**src/sps_pkg.sv**
```systemverilog
// Constants, register map and state type for the self-programming
// flash sequencer. Assumes a 40 MHz CPU clock and an AXI4-Lite master.
package sps_pkg;

   ////////////////////////////////////////////////////////////////////////
   // Register byte offsets
   localparam logic [7:0]  OFS_CTRL  = 8'h00;
   localparam logic [7:0]  OFS_PTR   = 8'h04;
   localparam logic [7:0]  OFS_DATA  = 8'h08;
   localparam logic [7:0]  OFS_STORE = 8'h0C;
   localparam logic [7:0]  OFS_LOAD  = 8'h10;

   ////////////////////////////////////////////////////////////////////////
   // Store control register fields
   localparam int          BIT_EN    = 0;
   localparam int          CMD_LSB   = 1;
   localparam int          CMD_MSB   = 3;
   localparam int          BIT_RRE   = 4;
   localparam int          BIT_BUSY  = 6;
   localparam int          BIT_IRQE  = 7;
   localparam logic [2:0]  CMD_LOAD  = 3'h0;
   localparam logic [2:0]  CMD_ERASE = 3'h1;
   localparam logic [2:0]  CMD_WRITE = 3'h2;
   localparam logic [2:0]  CMD_LOCK  = 3'h4;

   ////////////////////////////////////////////////////////////////////////
   // Flash geometry and timing
   localparam int          WORD_BITS = 6;
   localparam int          PAGE_BITS = 9;
   localparam int          BUF_WORDS = 64;
   localparam int          LOCK_BITS = 6;
   localparam logic [2:0]  ARM_CYCLES = 3'h4;
   localparam logic [15:0] APP_RESET  = 16'h0000;
   localparam logic [15:0] ERASED_WORD = 16'hFFFF;
   localparam logic [1:0]  RESP_OKAY  = 2'h0;
   localparam logic [1:0]  RESP_SLVERR = 2'h2;

   typedef enum logic [1:0]
   {
      ST_IDLE  = 2'h0,
      ST_ARMED = 2'h1,
      ST_BUSY  = 2'h3
   } sps_state_e;

endpackage

```
**src/sps_sequencer.sv**
```systemverilog
// Self-programming flash sequencer with AXI4-Lite register access.
// Assumes a flash macro on the same clock that starts on flash_start,
// reads the page buffer through buf_rd_idx and pulses flash_done.
`timescale 1ns/10ps
`default_nettype none
module sps_sequencer
#(
   parameter logic [15:0]                  BOOT_RESET = 16'h7E00,
   parameter logic [sps_pkg::PAGE_BITS-1:0] NON_READ_WHILE_WRITE_SECTION_PAGE = 9'h1C0
)
(
   // Clock and reset
   input  wire logic        ref_clk,
   input  wire logic        rst_n,
   // AXI4-Lite write
   input  wire logic        awvalid,
   output logic             awready,
   input  wire logic [7:0]  awaddr,
   input  wire logic        wvalid,
   output logic             wready,
   input  wire logic [31:0] wdata,
   input  wire logic [3:0]  wstrb,
   output logic             bvalid,
   input  wire logic        bready,
   output logic [1:0]       bresp,
   // AXI4-Lite read
   input  wire logic        arvalid,
   output logic             arready,
   input  wire logic [7:0]  araddr,
   output logic             rvalid,
   input  wire logic        rready,
   output logic [31:0]      rdata,
   output logic [1:0]       rresp,
   // Fuse and reset vector
   input  wire logic        boot_reset_select_fuse,
   output logic [15:0]      reset_vector,
   // Flash macro
   output logic             flash_start,
   output logic             flash_erase,
   output logic [8:0]       flash_page,
   input  wire logic        flash_done,
   input  wire logic [5:0]  buf_rd_idx,
   output logic [15:0]      buf_rd_data,
   output logic [14:0]      flash_rd_addr,
   input  wire logic [15:0] flash_rd_word,
   // Lock bits
   output logic             lock_set,
   output logic [5:0]       lock_bits,
   // CPU side
   input  wire logic        eeprom_write,
   output logic             cpu_halt,
   output logic             section_read_block,
   output logic             store_irq
);

   ////////////////////////////////////////////////////////////////////////
   // Byte-lane merge for register writes
   function automatic logic [31:0] merge(input logic [31:0] old,
                                         input logic [31:0] nw,
                                         input logic [3:0]  st);
      logic [31:0] r;
      r = old;
      for (int i = 0; i < 4; i++)
         if (st[i])
            r[i*8 +: 8] = nw[i*8 +: 8];
      return r;
   endfunction

   ////////////////////////////////////////////////////////////////////////
   // State
   sps_pkg::sps_state_e  state_reg, state_next;
   logic [2:0]           cnt_reg, cnt_next;
   logic [2:0]           cmd_reg, cmd_next;
   logic                 irqe_reg, irqe_next;
   logic                 busy_reg, busy_next;
   logic [15:0]          ptr_reg, ptr_next;
   logic [15:0]          data_reg, data_next;
   logic [8:0]           page_reg, page_next;
   logic                 non_read_while_write_section_reg, non_read_while_write_section_next;
   logic                 wr_reg, wr_next;
   logic                 start_reg, start_next;
   logic                 lset_reg, lset_next;
   logic [5:0]           lbits_reg, lbits_next;
   logic [63:0]          valid_reg, valid_next;
   logic [15:0]          brd_reg, brd_next;
   logic [15:0]          buf_mem [sps_pkg::BUF_WORDS];
   logic                 buf_we;
   logic                 fuse_s1_reg, fuse_s2_reg;
   logic [15:0]          vec_reg;
   logic                 awv_reg, awv_next;
   logic [7:0]           awa_reg, awa_next;
   logic                 wv_reg, wv_next;
   logic [31:0]          wd_reg, wd_next;
   logic [3:0]           ws_reg, ws_next;
   logic                 bv_reg, bv_next;
   logic [1:0]           br_reg, br_next;
   logic                 rv_reg, rv_next;
   logic [31:0]          rd_reg, rd_next;
   logic [1:0]           rr_reg, rr_next;
   logic [31:0]          wm;
   logic [31:0]          ptr_m;
   logic [31:0]          data_m;
   logic [7:0]           ctrl_rd;

   assign awready = !awv_reg;
   assign wready  = !wv_reg;
   assign arready = !rv_reg;
   assign bvalid  = bv_reg;
   assign bresp   = br_reg;
   assign rvalid  = rv_reg;
   assign rdata   = rd_reg;
   assign rresp   = rr_reg;
   assign flash_start  = start_reg;
   assign flash_erase  = !wr_reg;
   assign flash_page   = page_reg;
   assign buf_rd_data  = brd_reg;
   assign flash_rd_addr = ptr_reg[15:1];
   assign lock_set     = lset_reg;
   assign lock_bits    = lbits_reg;
   assign reset_vector = vec_reg;
   assign cpu_halt = (state_reg == sps_pkg::ST_BUSY) && non_read_while_write_section_reg;
   assign section_read_block = busy_reg;
   assign store_irq = irqe_reg && (state_reg == sps_pkg::ST_IDLE);

   always_comb
   begin
      ctrl_rd = 8'h00;
      ctrl_rd[sps_pkg::BIT_EN] = (state_reg != sps_pkg::ST_IDLE);
      ctrl_rd[sps_pkg::CMD_MSB:sps_pkg::CMD_LSB] =
         (state_reg == sps_pkg::ST_IDLE) ? 3'h0 : cmd_reg;
      ctrl_rd[sps_pkg::BIT_BUSY] = busy_reg;
      ctrl_rd[sps_pkg::BIT_IRQE] = irqe_reg;
   end

   ////////////////////////////////////////////////////////////////////////
   // Next-state logic
   always_comb
   begin
      state_next = state_reg;
      cnt_next   = cnt_reg;
      cmd_next   = cmd_reg;
      irqe_next  = irqe_reg;
      busy_next  = busy_reg;
      ptr_next   = ptr_reg;
      data_next  = data_reg;
      page_next  = page_reg;
      non_read_while_write_section_next  = non_read_while_write_section_reg;
      wr_next    = wr_reg;
      start_next = 1'b0;
      lset_next  = 1'b0;
      lbits_next = lbits_reg;
      valid_next = valid_reg;
      buf_we     = 1'b0;
      awv_next   = awv_reg;
      awa_next   = awa_reg;
      wv_next    = wv_reg;
      wd_next    = wd_reg;
      ws_next    = ws_reg;
      bv_next    = bv_reg && !bready;
      br_next    = br_reg;
      rv_next    = rv_reg && !rready;
      rd_next    = rd_reg;
      rr_next    = rr_reg;
      wm = merge(32'h0000_0000, wd_reg, ws_reg);
      ptr_m  = merge({16'h0000, ptr_reg}, wd_reg, ws_reg);
      data_m = merge({16'h0000, data_reg}, wd_reg, ws_reg);
      brd_next = valid_reg[buf_rd_idx] ? buf_mem[buf_rd_idx]
                                       : sps_pkg::ERASED_WORD;

      // Unused arming lapses after the window
      if (state_reg == sps_pkg::ST_ARMED)
      begin
         cnt_next = cnt_reg - 3'h1;
         if (cnt_reg == 3'h1)
            state_next = sps_pkg::ST_IDLE;
      end
      // Operation end; page write empties the buffer
      if (state_reg == sps_pkg::ST_BUSY && flash_done)
      begin
         state_next = sps_pkg::ST_IDLE;
         if (wr_reg)
            valid_next = '0;
      end

      if (!awv_reg && awvalid)
      begin
         awv_next = 1'b1;
         awa_next = awaddr;
      end
      if (!wv_reg && wvalid)
      begin
         wv_next = 1'b1;
         wd_next = wdata;
         ws_next = wstrb;
      end

      if (awv_reg && wv_reg && !bv_reg)
      begin
         awv_next = 1'b0;
         wv_next  = 1'b0;
         bv_next  = 1'b1;
         br_next  = sps_pkg::RESP_OKAY;
         case (awa_reg)
            sps_pkg::OFS_CTRL:
               if (ws_reg[0])
               begin
                  irqe_next = wm[sps_pkg::BIT_IRQE];
                  if (wm[sps_pkg::BIT_RRE] &&
                      state_reg != sps_pkg::ST_BUSY)
                  begin
                     busy_next  = 1'b0;
                     valid_next = '0;
                  end
                  else if (wm[sps_pkg::BIT_EN] &&
                           state_reg == sps_pkg::ST_IDLE)
                  begin
                     state_next = sps_pkg::ST_ARMED;
                     cnt_next   = sps_pkg::ARM_CYCLES;
                     cmd_next   = wm[sps_pkg::CMD_MSB:sps_pkg::CMD_LSB];
                  end
               end
            sps_pkg::OFS_PTR:
               ptr_next = ptr_m[15:0];
            sps_pkg::OFS_DATA:
               data_next = data_m[15:0];
            sps_pkg::OFS_STORE:
               if (state_reg == sps_pkg::ST_ARMED)
               begin
                  state_next = sps_pkg::ST_IDLE;
                  case (cmd_reg)
                     sps_pkg::CMD_LOAD:
                        buf_we = 1'b1;
                     sps_pkg::CMD_ERASE,
                     sps_pkg::CMD_WRITE:
                     begin
                        state_next = sps_pkg::ST_BUSY;
                        page_next  = ptr_reg[15:7];
                        non_read_while_write_section_next  = (ptr_reg[15:7] >= NON_READ_WHILE_WRITE_SECTION_PAGE);
                        wr_next    = (cmd_reg == sps_pkg::CMD_WRITE);
                        start_next = 1'b1;
                        busy_next  = 1'b1;
                     end
                     sps_pkg::CMD_LOCK:
                     begin
                        lset_next  = 1'b1;
                        lbits_next = data_reg[5:0];
                     end
                     default:
                        state_next = sps_pkg::ST_IDLE;
                  endcase
               end
            sps_pkg::OFS_LOAD:
               br_next = sps_pkg::RESP_OKAY;
            default:
               br_next = sps_pkg::RESP_SLVERR;
         endcase
      end

      if (buf_we)
         valid_next[ptr_reg[6:1]] = 1'b1;
      if (eeprom_write)
         valid_next = '0;

      if (arvalid && !rv_reg)
      begin
         rv_next = 1'b1;
         rr_next = sps_pkg::RESP_OKAY;
         case (araddr)
            sps_pkg::OFS_CTRL:  rd_next = {24'h000000, ctrl_rd};
            sps_pkg::OFS_PTR:   rd_next = {16'h0000, ptr_reg};
            sps_pkg::OFS_DATA:  rd_next = {16'h0000, data_reg};
            sps_pkg::OFS_STORE: rd_next = 32'h0000_0000;
            sps_pkg::OFS_LOAD:
               rd_next = {24'h000000, ptr_reg[0] ? flash_rd_word[15:8]
                                                 : flash_rd_word[7:0]};
            default:
            begin
               rd_next = 32'h0000_0000;
               rr_next = sps_pkg::RESP_SLVERR;
            end
         endcase
      end
   end

   ////////////////////////////////////////////////////////////////////////
   // Registers
   always_ff @(posedge ref_clk)
   begin
      if (buf_we)
         buf_mem[ptr_reg[6:1]] <= data_reg;
      if (!rst_n)
      begin
         state_reg <= sps_pkg::ST_IDLE;
         cnt_reg   <= 3'h0;
         cmd_reg   <= 3'h0;
         irqe_reg  <= 1'b0;
         busy_reg  <= 1'b0;
         ptr_reg   <= 16'h0000;
         data_reg  <= 16'h0000;
         page_reg  <= 9'h000;
         non_read_while_write_section_reg  <= 1'b0;
         wr_reg    <= 1'b0;
         start_reg <= 1'b0;
         lset_reg  <= 1'b0;
         lbits_reg <= 6'h3F;
         valid_reg <= '0;
         brd_reg   <= sps_pkg::ERASED_WORD;
         awv_reg   <= 1'b0;
         awa_reg   <= 8'h00;
         wv_reg    <= 1'b0;
         wd_reg    <= 32'h0000_0000;
         ws_reg    <= 4'h0;
         bv_reg    <= 1'b0;
         br_reg    <= 2'h0;
         rv_reg    <= 1'b0;
         rd_reg    <= 32'h0000_0000;
         rr_reg    <= 2'h0;
      end
      else
      begin
         state_reg <= state_next;
         cnt_reg   <= cnt_next;
         cmd_reg   <= cmd_next;
         irqe_reg  <= irqe_next;
         busy_reg  <= busy_next;
         ptr_reg   <= ptr_next;
         data_reg  <= data_next;
         page_reg  <= page_next;
         non_read_while_write_section_reg  <= non_read_while_write_section_next;
         wr_reg    <= wr_next;
         start_reg <= start_next;
         lset_reg  <= lset_next;
         lbits_reg <= lbits_next;
         valid_reg <= valid_next;
         brd_reg   <= brd_next;
         awv_reg   <= awv_next;
         awa_reg   <= awa_next;
         wv_reg    <= wv_next;
         wd_reg    <= wd_next;
         ws_reg    <= ws_next;
         bv_reg    <= bv_next;
         br_reg    <= br_next;
         rv_reg    <= rv_next;
         rd_reg    <= rd_next;
         rr_reg    <= rr_next;
      end
   end

   // Fuse is a pin: synchronised, read only, no path from software
   always_ff @(posedge ref_clk)
   begin
      if (!rst_n)
      begin
         fuse_s1_reg <= 1'b1;
         fuse_s2_reg <= 1'b1;
         vec_reg     <= sps_pkg::APP_RESET;
      end
      else
      begin
         fuse_s1_reg <= boot_reset_select_fuse;
         fuse_s2_reg <= fuse_s1_reg;
         vec_reg <= fuse_s2_reg ? sps_pkg::APP_RESET : BOOT_RESET;
      end
   end

endmodule
`default_nettype wire

```
**config.mk**
```make
export PLATFORM = sky130hd
export DESIGN_NAME = sps_sequencer
export DESIGN_NICKNAME = d
export VERILOG_FILES = /design/src/sps_pkg.sv /design/src/sps_sequencer.sv
export SDC_FILE = /design/constraint.sdc
export NUM_CORES = 1
export LEC_CHECK = 0
export BUFFER_PORTS_ARGS = -buffer_cell sky130_fd_sc_hd__clkbuf_2
export CAP_MARGIN = 20
export CORE_ASPECT_RATIO = 1.75
export CORE_UTILIZATION = 60
export DETAILED_ROUTE_END_ITERATION = 10
export PLACE_DENSITY = 0.76
export SETUP_SLACK_MARGIN = 0.05
export SYNTH_ARGS = -nofsm -noshare
export SYNTH_HDL_FRONTEND = slang
export SYNTH_SLANG_ARGS = --single-unit
export TNS_END_PERCENT = 1
```
**constraint.sdc**
```tcl
create_clock -name ref_clk -period 3.35 [get_ports ref_clk]
set_input_delay 0.67 -clock ref_clk [delete_from_list [all_inputs] [get_ports ref_clk]]
set_output_delay 0.67 -clock ref_clk [all_outputs]
set_load 0.05 [all_outputs]
```
==> metrics.md, run 1 <==
| Metric | Value |
|---|---|
| Crit-path cells | and3b_1 -> nand4_1 -> or3_1 -> nor2_1 -> buf_4 |
| Worst hold slack | 0.147 ns |
| Leakage | ~18 nW |
| PortBufs | 146 |
| CTS H-tree depth | 3 |
| Worst Setup Path Type | reg -> reg |
| Avg Cell Area, Syn | 18.1 µm² |
| Global-route wire length before repair | 170 mm |
| Crit-path leading delay family | simple AND/OR/NAND/NOR gates |
| Crit end category | register |
| Startpoint type of the worst setup path | register |
| CP required | 3.71 ns |
| HP Class | in -> reg |
| Post-DRT Antenna Nets | 0 |
| Max reg flops | 1024 |
| Final period util | 85.5% |
| CP max stage cell | or3_1 |
| Initial DRC count | 2800 |
| Clk buf depth | 3 |
| Post-synth top area share | 65.2% |
| Post-synthesis simple-gate area fraction | ~4.9% |
| TNS Setup | 0 ns |
| Unrepaired setup endpoints after global routing | false |
| Max-slew headroom | between 20% and 30% |
| Post-cts sizing count | 0 |
| Metal3 WL | 8.75 mm |
| Final wirelength | 115 mm |
| Worst-Skew Late Latency | 0.70 ns |
| Final hold violation count | 0 |
| Post-synthesis xor/xnor area fraction | 0.0557% |
| Setup Skew | 0.0298 ns |
| Fmax | 349 MHz |
| Largest net degree at the start of global routing | 70 |
| Routability cong. | ~0.9 |
| EDFF count, synth | 1024 |
| Ys async rst share | 0% |
| MaxCap Viol Count | 0 |
| Status | finished clean |
| Sequential share of the synthesized area | around three quarters |
| Met2 wire length | 61.0 mm |
| Most common cell after layout, fill and taps aside | edfxtp_1 |
| Final setup viols | 0 |
| Drt pass-1 iters | 7 |
| Post-Syn Area | 47200 µm² |
| Synth top area cells | edfxtp_1, mux4_2, dfxtp_1 |
| Vias | 25.7k |
| DR top layer | met4 |
| Antenna violations before repair | 0 |
| Initial core utilization | 60.8% |
| Layout cells sized above 1 | 26.6% |
| DP HPWL | between 70 and 80 mm |
| Worst vdd ir | 0.000434 V |
| Inst Count DP | 3750 |
| Root buf cell | clkbuf_16 |
| Worst setup margin | 0.486 ns |
| Synth Area in Compound Gates | under 10% |
| Post-layout minimum cycle time | around 2.9 ns |
| Met1 wire length | 38.9 mm |
| Antenna cells | 0 |
| Synth warn | 0 |
| CTS Buf Count | 99 |
| Postcts setup bufs | 0 |
| Rows | 135 |
| Largest area contributor in the synthesized netlist | edfxtp_1 |
| Layout Cells excl Fill | 3934 |
| DRC viols | 0 |
| Vias in the first global route | about 27k |
| Clock Pin Slew Worst Setup and Hold Paths | 0.07 ns |
| CP bufs+invs | 1 |
| Yosys reg bits | 1216 |
| CTS tree | yes |
| Most frequent cells in the layout | edfxtp_1, mux4_2, a22oi_1, nor2_1, dfxtp_1 |
| FILL cells | 4744 |
| GRT Total Usage | 29.3% |
| CTS sink count | 1216 |
| Fin. max-slew vios | 0 |
| Worst-Margin Slew | 1.09 ns |
| Die Ht | between 300 and 400 µm |
| Worst path max stage delay | 0.73 ns |
| Worst slack, placed | between 0.15 and 0.2 ns |
| Synthesis-to-layout area growth | 12.4% |
| Core area | between 70000 and 80000 µm² |
| Mux contribution to synthesized area | approximately 14% |
| Post-CTS Hold Buffers | 0 |
| Max FO, Critical Path | 16 |
| Largest family of logic cells by synthesized area | multiplexers |
| Cells after Synth | 2599 |
| Top FF cell, synth | edfxtp_1 |
| Wire per inst | 29.2 µm |
| Top Ports | just under 200 |
| Pwr dens | 553 nW/µm² |
| Via density | between 6 and 7 |
| Die width | about 210 µm |
| Arrival @ worst endpoint | 3.23 ns |
| Fin nets | around 2.9k |
| GRT overflow | 0 |
| Die Area | 79800 µm² |
| Post-Synth Adder-Cell Area | 0.0743% |
| Count of cell types in the netlist | 65 |
[worst reg2reg max path, cell delays in order (launching register included)]
cell and delay [ns]:
dfxtp_1 0.63, and3b_1 0.26, nand4_1 0.35, or3_1 0.73, nor2_1 0.23, buf_4 0.32
[per-stage QoR]
| stage | util [%] | instance area [µm²] | power (mW) |
|---|---|---|---|
| 4_1_cts | 68.3 | 53000 | 29.4 |
| 6_report | 68.3 | 53000 | 29.3 |
| 2_1_floorplan | - | 47300 | 17.5 |
| 3_3_place_gp | 64.1 | 49700 | 17.9 |
| 5_1_grt | 68.3 | 53000 | 30.0 |
| 3_5_place_dp | 64.1 | 49700 | 17.9 |
[cell usage after synthesis (4+ instances only)]
library cell	count
nand2_1	165
buf_4	56
nand2b_1	8
nand4b_1	4
dfxtp_1	192
nor2_1	201
buf_1	18
nor3_1	11
a221oi_1	7
a21oi_1	39
inv_1	8
and3_1	10
clkbuf_1	81
nor2b_1	14
and2_1	16
buf_2	52
o21ai_0	13
mux2i_1	61
mux2_2	4
o21ai_1	6
a22oi_1	236
a31oi_1	4
edfxtp_1	1024
mux4_2	272
nand4_1	4
nor4_1	6
nand3_1	29
[routing by layer]
layer	vias to the layer above	track usage [%]
met5	-	0
met2	1486	52.0
li1	10800	-
met4	0	15.7
met1	13200	34.3
met3	291	4.54
[power by group]
group	leakage, nW	total (mW)	switching (mW)	internal [mW]
Combinational	5.27	1.39	0.857	0.530
Sequential	11.0	16.2	0.0411	16.2
Clock	1.60	11.7	5.26	6.44
Total	17.9	29.3	6.16	23.2
[area by class of cell]
| cell class | instances | area [µm²] | share of cell area [%] |
|---|---|---|---|
| multi-input cells | 1190 | 11600 | 21.9 |
| well taps | 1027 | 1280 | 2.43 |
| repair buffers | 310 | 2230 | 4.21 |
| clock inverters | 52 | 523 | 0.987 |
| flip-flops and latches | 1216 | 34600 | 65.3 |
| inverters | 9 | 33.8 | 0.0638 |
| clock buffers | 130 | 2720 | 5.13 |
[cells by family (layout without fill, tap and decap cells)]
family	count (synthesis)	in the layout
muxes	337	337
xor gates and xnor gates	3	3
and+or+nand+nor	501	501
DFF	1216	1216
adders and majority gates	3	3
buffers and inverters	220	501
other	1	28
AOI/OAI and AO/OA	318	318
[path summary, 6_finish.rpt]
kind                      endpoint  slack (ns)         from  cells after the start
setup / recovery   buf_mem[19][14]        0.49   awa_reg[2]                      5
hold / removal              rvalid        0.15       rready                      2
setup reg to reg   buf_mem[19][14]        0.49   awa_reg[2]                      5
hold reg to reg   reset_vector[13]        0.40  fuse_s2_reg                      1
No activity file was read; power rests on OpenSTA's default activity.
==> inputs of run 2 (changes only) <==
--- a/config.mk
+++ b/config.mk
@@ -10,6 +10,7 @@
 export CORE_ASPECT_RATIO = 1.75
 export CORE_UTILIZATION = 60
 export DETAILED_ROUTE_END_ITERATION = 10
+export MAX_ROUTING_LAYER = met4
 export PLACE_DENSITY = 0.76
 export SETUP_SLACK_MARGIN = 0.05
 export SYNTH_ARGS = -nofsm -noshare
==> run 2 against run 1 <==
  * Total power grew 0.71%
  * Utilization is essentially flat
  * Largest cell class unchanged
  * Critical endpoint is now buf_mem[35][9]
  * Cell count shrank 0.23%
  * Sequential share of layout area is essentially flat
  * Critical path depth grew 1
  * Setup slack lost 0.21 ns
  * Register-to-register slack lost 0.21 ns
==> metrics.md, run 2 (same netlist as run 1, synthesis figures left out) <==
| Metric | Value |
|---|---|
| Status | finished clean (unchanged) |
| Max-slew headroom | 27.4% (was 27.1%) |
| Max FO, Critical Path | 16 (unchanged) |
| Top Ports | 193 (unchanged) |
| Share of power burned in registers | 55.0% (was 55.4%) |
| Rows | 135 (unchanged) |
| Comb pwr share | 4.6% (was 4.7%) |
| Most common cell after layout, fill and taps aside | edfxtp_1 (unchanged) |
| Die width | 214 µm (unchanged) |
| CTS tree | yes (unchanged) |
| Fmax | 326 MHz (was 349 MHz) |
| Initial core utilization | 60.8% (unchanged) |
| Unrepaired setup endpoints after global routing | false (unchanged) |
| PortBufs | 146 (unchanged) |
| Post-CTS Hold Buffers | 0 (unchanged) |
| Clock share of power | 40.4% (was 39.9%) |
| Final wirelength | 116 mm (was 115 mm) |
| Vias in the first global route | 26.7k (was 26.6k) |
| Antenna violations before repair | 0 (unchanged) |
| Layout cells sized above 1 | 26.4% (was 26.6%) |
| TNS Setup | 0 ns (unchanged) |
| Post-cts sizing count | 0 (unchanged) |
| Final setup viols | 0 (unchanged) |
| Inst Count DP | 3737 (was 3750) |
| Worst hold slack | 0.157 ns (was 0.147 ns) |
| Core area | 77500 µm² (unchanged) |
| Largest net degree at the start of global routing | 87 (was 70) |
| Worst-Margin Slew | 1.09 ns (about the same) |
| CTS sink count | 1216 (unchanged) |
| Root buf cell | clkbuf_16 (unchanged) |
| Vias | 25.7k (about the same) |
| Placed Area | 49600 µm² (was 49700 µm²) |
| Routability cong. | 0.911 (was 0.900) |
| Most frequent cells in the layout | edfxtp_1, mux4_2, a22oi_1, nor2_1, dfxtp_1 (unchanged) |
| HP Class | in -> reg (unchanged) |
| Max reg flops | 1024 (unchanged) |
| CTS H-tree depth | 3 (unchanged) |
| FILL cells | 4757 (was 4744) |
| Worst vdd ir | 0.000444 V (was 0.000434 V) |
| Startpoint type of the worst setup path | register (unchanged) |
| Antenna cells | 0 (unchanged) |
| DP HPWL | 71.2 mm (was 71.7 mm) |
| Die Area | 79800 µm² (unchanged) |
| Leakage | 17.9 nW (about the same) |
| Synthesis-to-layout area growth | 12.4% (about the same) |
| CTS Buf Count | 100 (was 99) |
| Die Ht | 373 µm (unchanged) |
| Internal cell power | 23.4 mW (was 23.2 mW) |
| Area of the multi-input gates | 11600 µm² (unchanged) |
| CP required | 3.71 ns (about the same) |
| Crit end category | register (unchanged) |
| Worst Setup Path Type | reg -> reg (unchanged) |
| Worst setup margin | 0.281 ns (was 0.486 ns) |
| Sw Share | 20.7% (was 21.0%) |
| Global-route wire length before repair | 172 mm (was 170 mm) |
| MaxCap Viol Count | 0 (unchanged) |
| GRT Total Usage | 30.7% (was 29.3%) |
| Register Area | 34600 µm² (unchanged) |
| Layout Cells excl Fill | 3925 (was 3934) |
| Post-layout minimum cycle time | 3.07 ns (was 2.86 ns) |
| Final period util | 91.6% (was 85.5%) |
| Worst slack, placed | 0.165 ns (was 0.177 ns) |
| Via density | 6.56 (was 6.53) |
| Pwr dens | 557 nW/µm² (was 553 nW/µm²) |
| Postcts setup bufs | 0 (unchanged) |
| Clock Pin Slew Worst Setup and Hold Paths | 0.07 ns (about the same) |
| Wire per inst | 29.7 µm (was 29.2 µm) |
| P_sw | 6.12 mW (was 6.16 mW) |
| Fin. max-slew vios | 0 (unchanged) |
| Final Core Density | 68.4% (was 68.3%) |
| Worst-Skew Late Latency | 0.69 ns (was 0.70 ns) |
| Final hold violation count | 0 (unchanged) |
| DRC viols | 0 (unchanged) |
| Clk buf depth | 3 (unchanged) |
| Tot Pwr | 29.5 mW (was 29.3 mW) |
| Post-DRT Antenna Nets | 0 (unchanged) |
| GRT overflow | 0 (unchanged) |
| Fin nets | 2903 (was 2912) |
| Drt pass-1 iters | 7 (unchanged) |
| Setup Skew | 0.0241 ns (was 0.0298 ns) |
| Arrival @ worst endpoint | 3.43 ns (was 3.23 ns) |
| Initial DRC count | 3015 (was 2800) |
| Finished Cell Area | 53000 µm² (about the same) |
-- run 2: cell types whose count changed in the layout (fill, tap and decap cells not counted), moves of 2 or more --
| cell | delta |
|---|---|
| inv_1 | -4 |
| buf_4 | -9 |
| clkinv_1 | +9 |
| clkbuf_16 | +6 |
| clkbuf_8 | -3 |
| clkbuf_1 | -5 |
| clkinv_8 | -2 |
| inv_6 | -4 |
| clkinvlp_4 | +2 |
-- run 2: power groups by stage --
stage	Combinational (mW)	Sequential (mW)	Clock (mW)
3_3_place_gp	1.33	16.6	0
4_1_cts	1.36	16.2	12.1
3_5_place_dp	1.35	16.6	0
6_report	1.37	16.2	11.9
2_1_floorplan	0.877	16.6	0
5_1_grt	1.44	16.2	12.6
-- run 2: worst paths after layout --
check,slack (ns),startpoint,cells past startpoint,end
worst max-delay path,0.28,cmd_reg[0],6,buf_mem[35][9]
worst min-delay path,0.16,boot_reset_select_fuse,2,fuse_s1_reg
worst max register to register,0.28,cmd_reg[0],6,buf_mem[35][9]
worst min register to register,0.39,fuse_s2_reg,1,reset_vector[13]
-- run 2: layout make-up --
cell class,count,area share [%]
sequential,1216,65.3
multi-input combinational,1190,21.9
clock buffer,127,5.29
timing repair buffer,300,4.05
tap,1027,2.42
clock inverter,56,1.01
inverter,9,0.0637
-- run 2: worst max-delay path: stages, from the launching register on --
cell and delay [ns]:
dfxtp_1 0.38, nor2_1 0.58, nand3b_1 0.50, nor2_1 0.33, nand3_1 0.36, nor2_1 0.24, buf_4 0.33
-- run 2: per-layer routing --
metal | track usage, % | routed length [µm] | vias up
li1 | - | - | 10800
met1 | 35.3 | 38800 | 13200
met2 | 51.0 | 60800 | 1517
met3 | 4.55 | 9390 | 305
met4 | 18.5 | 7440 | 0
met5 | - | 0 | -
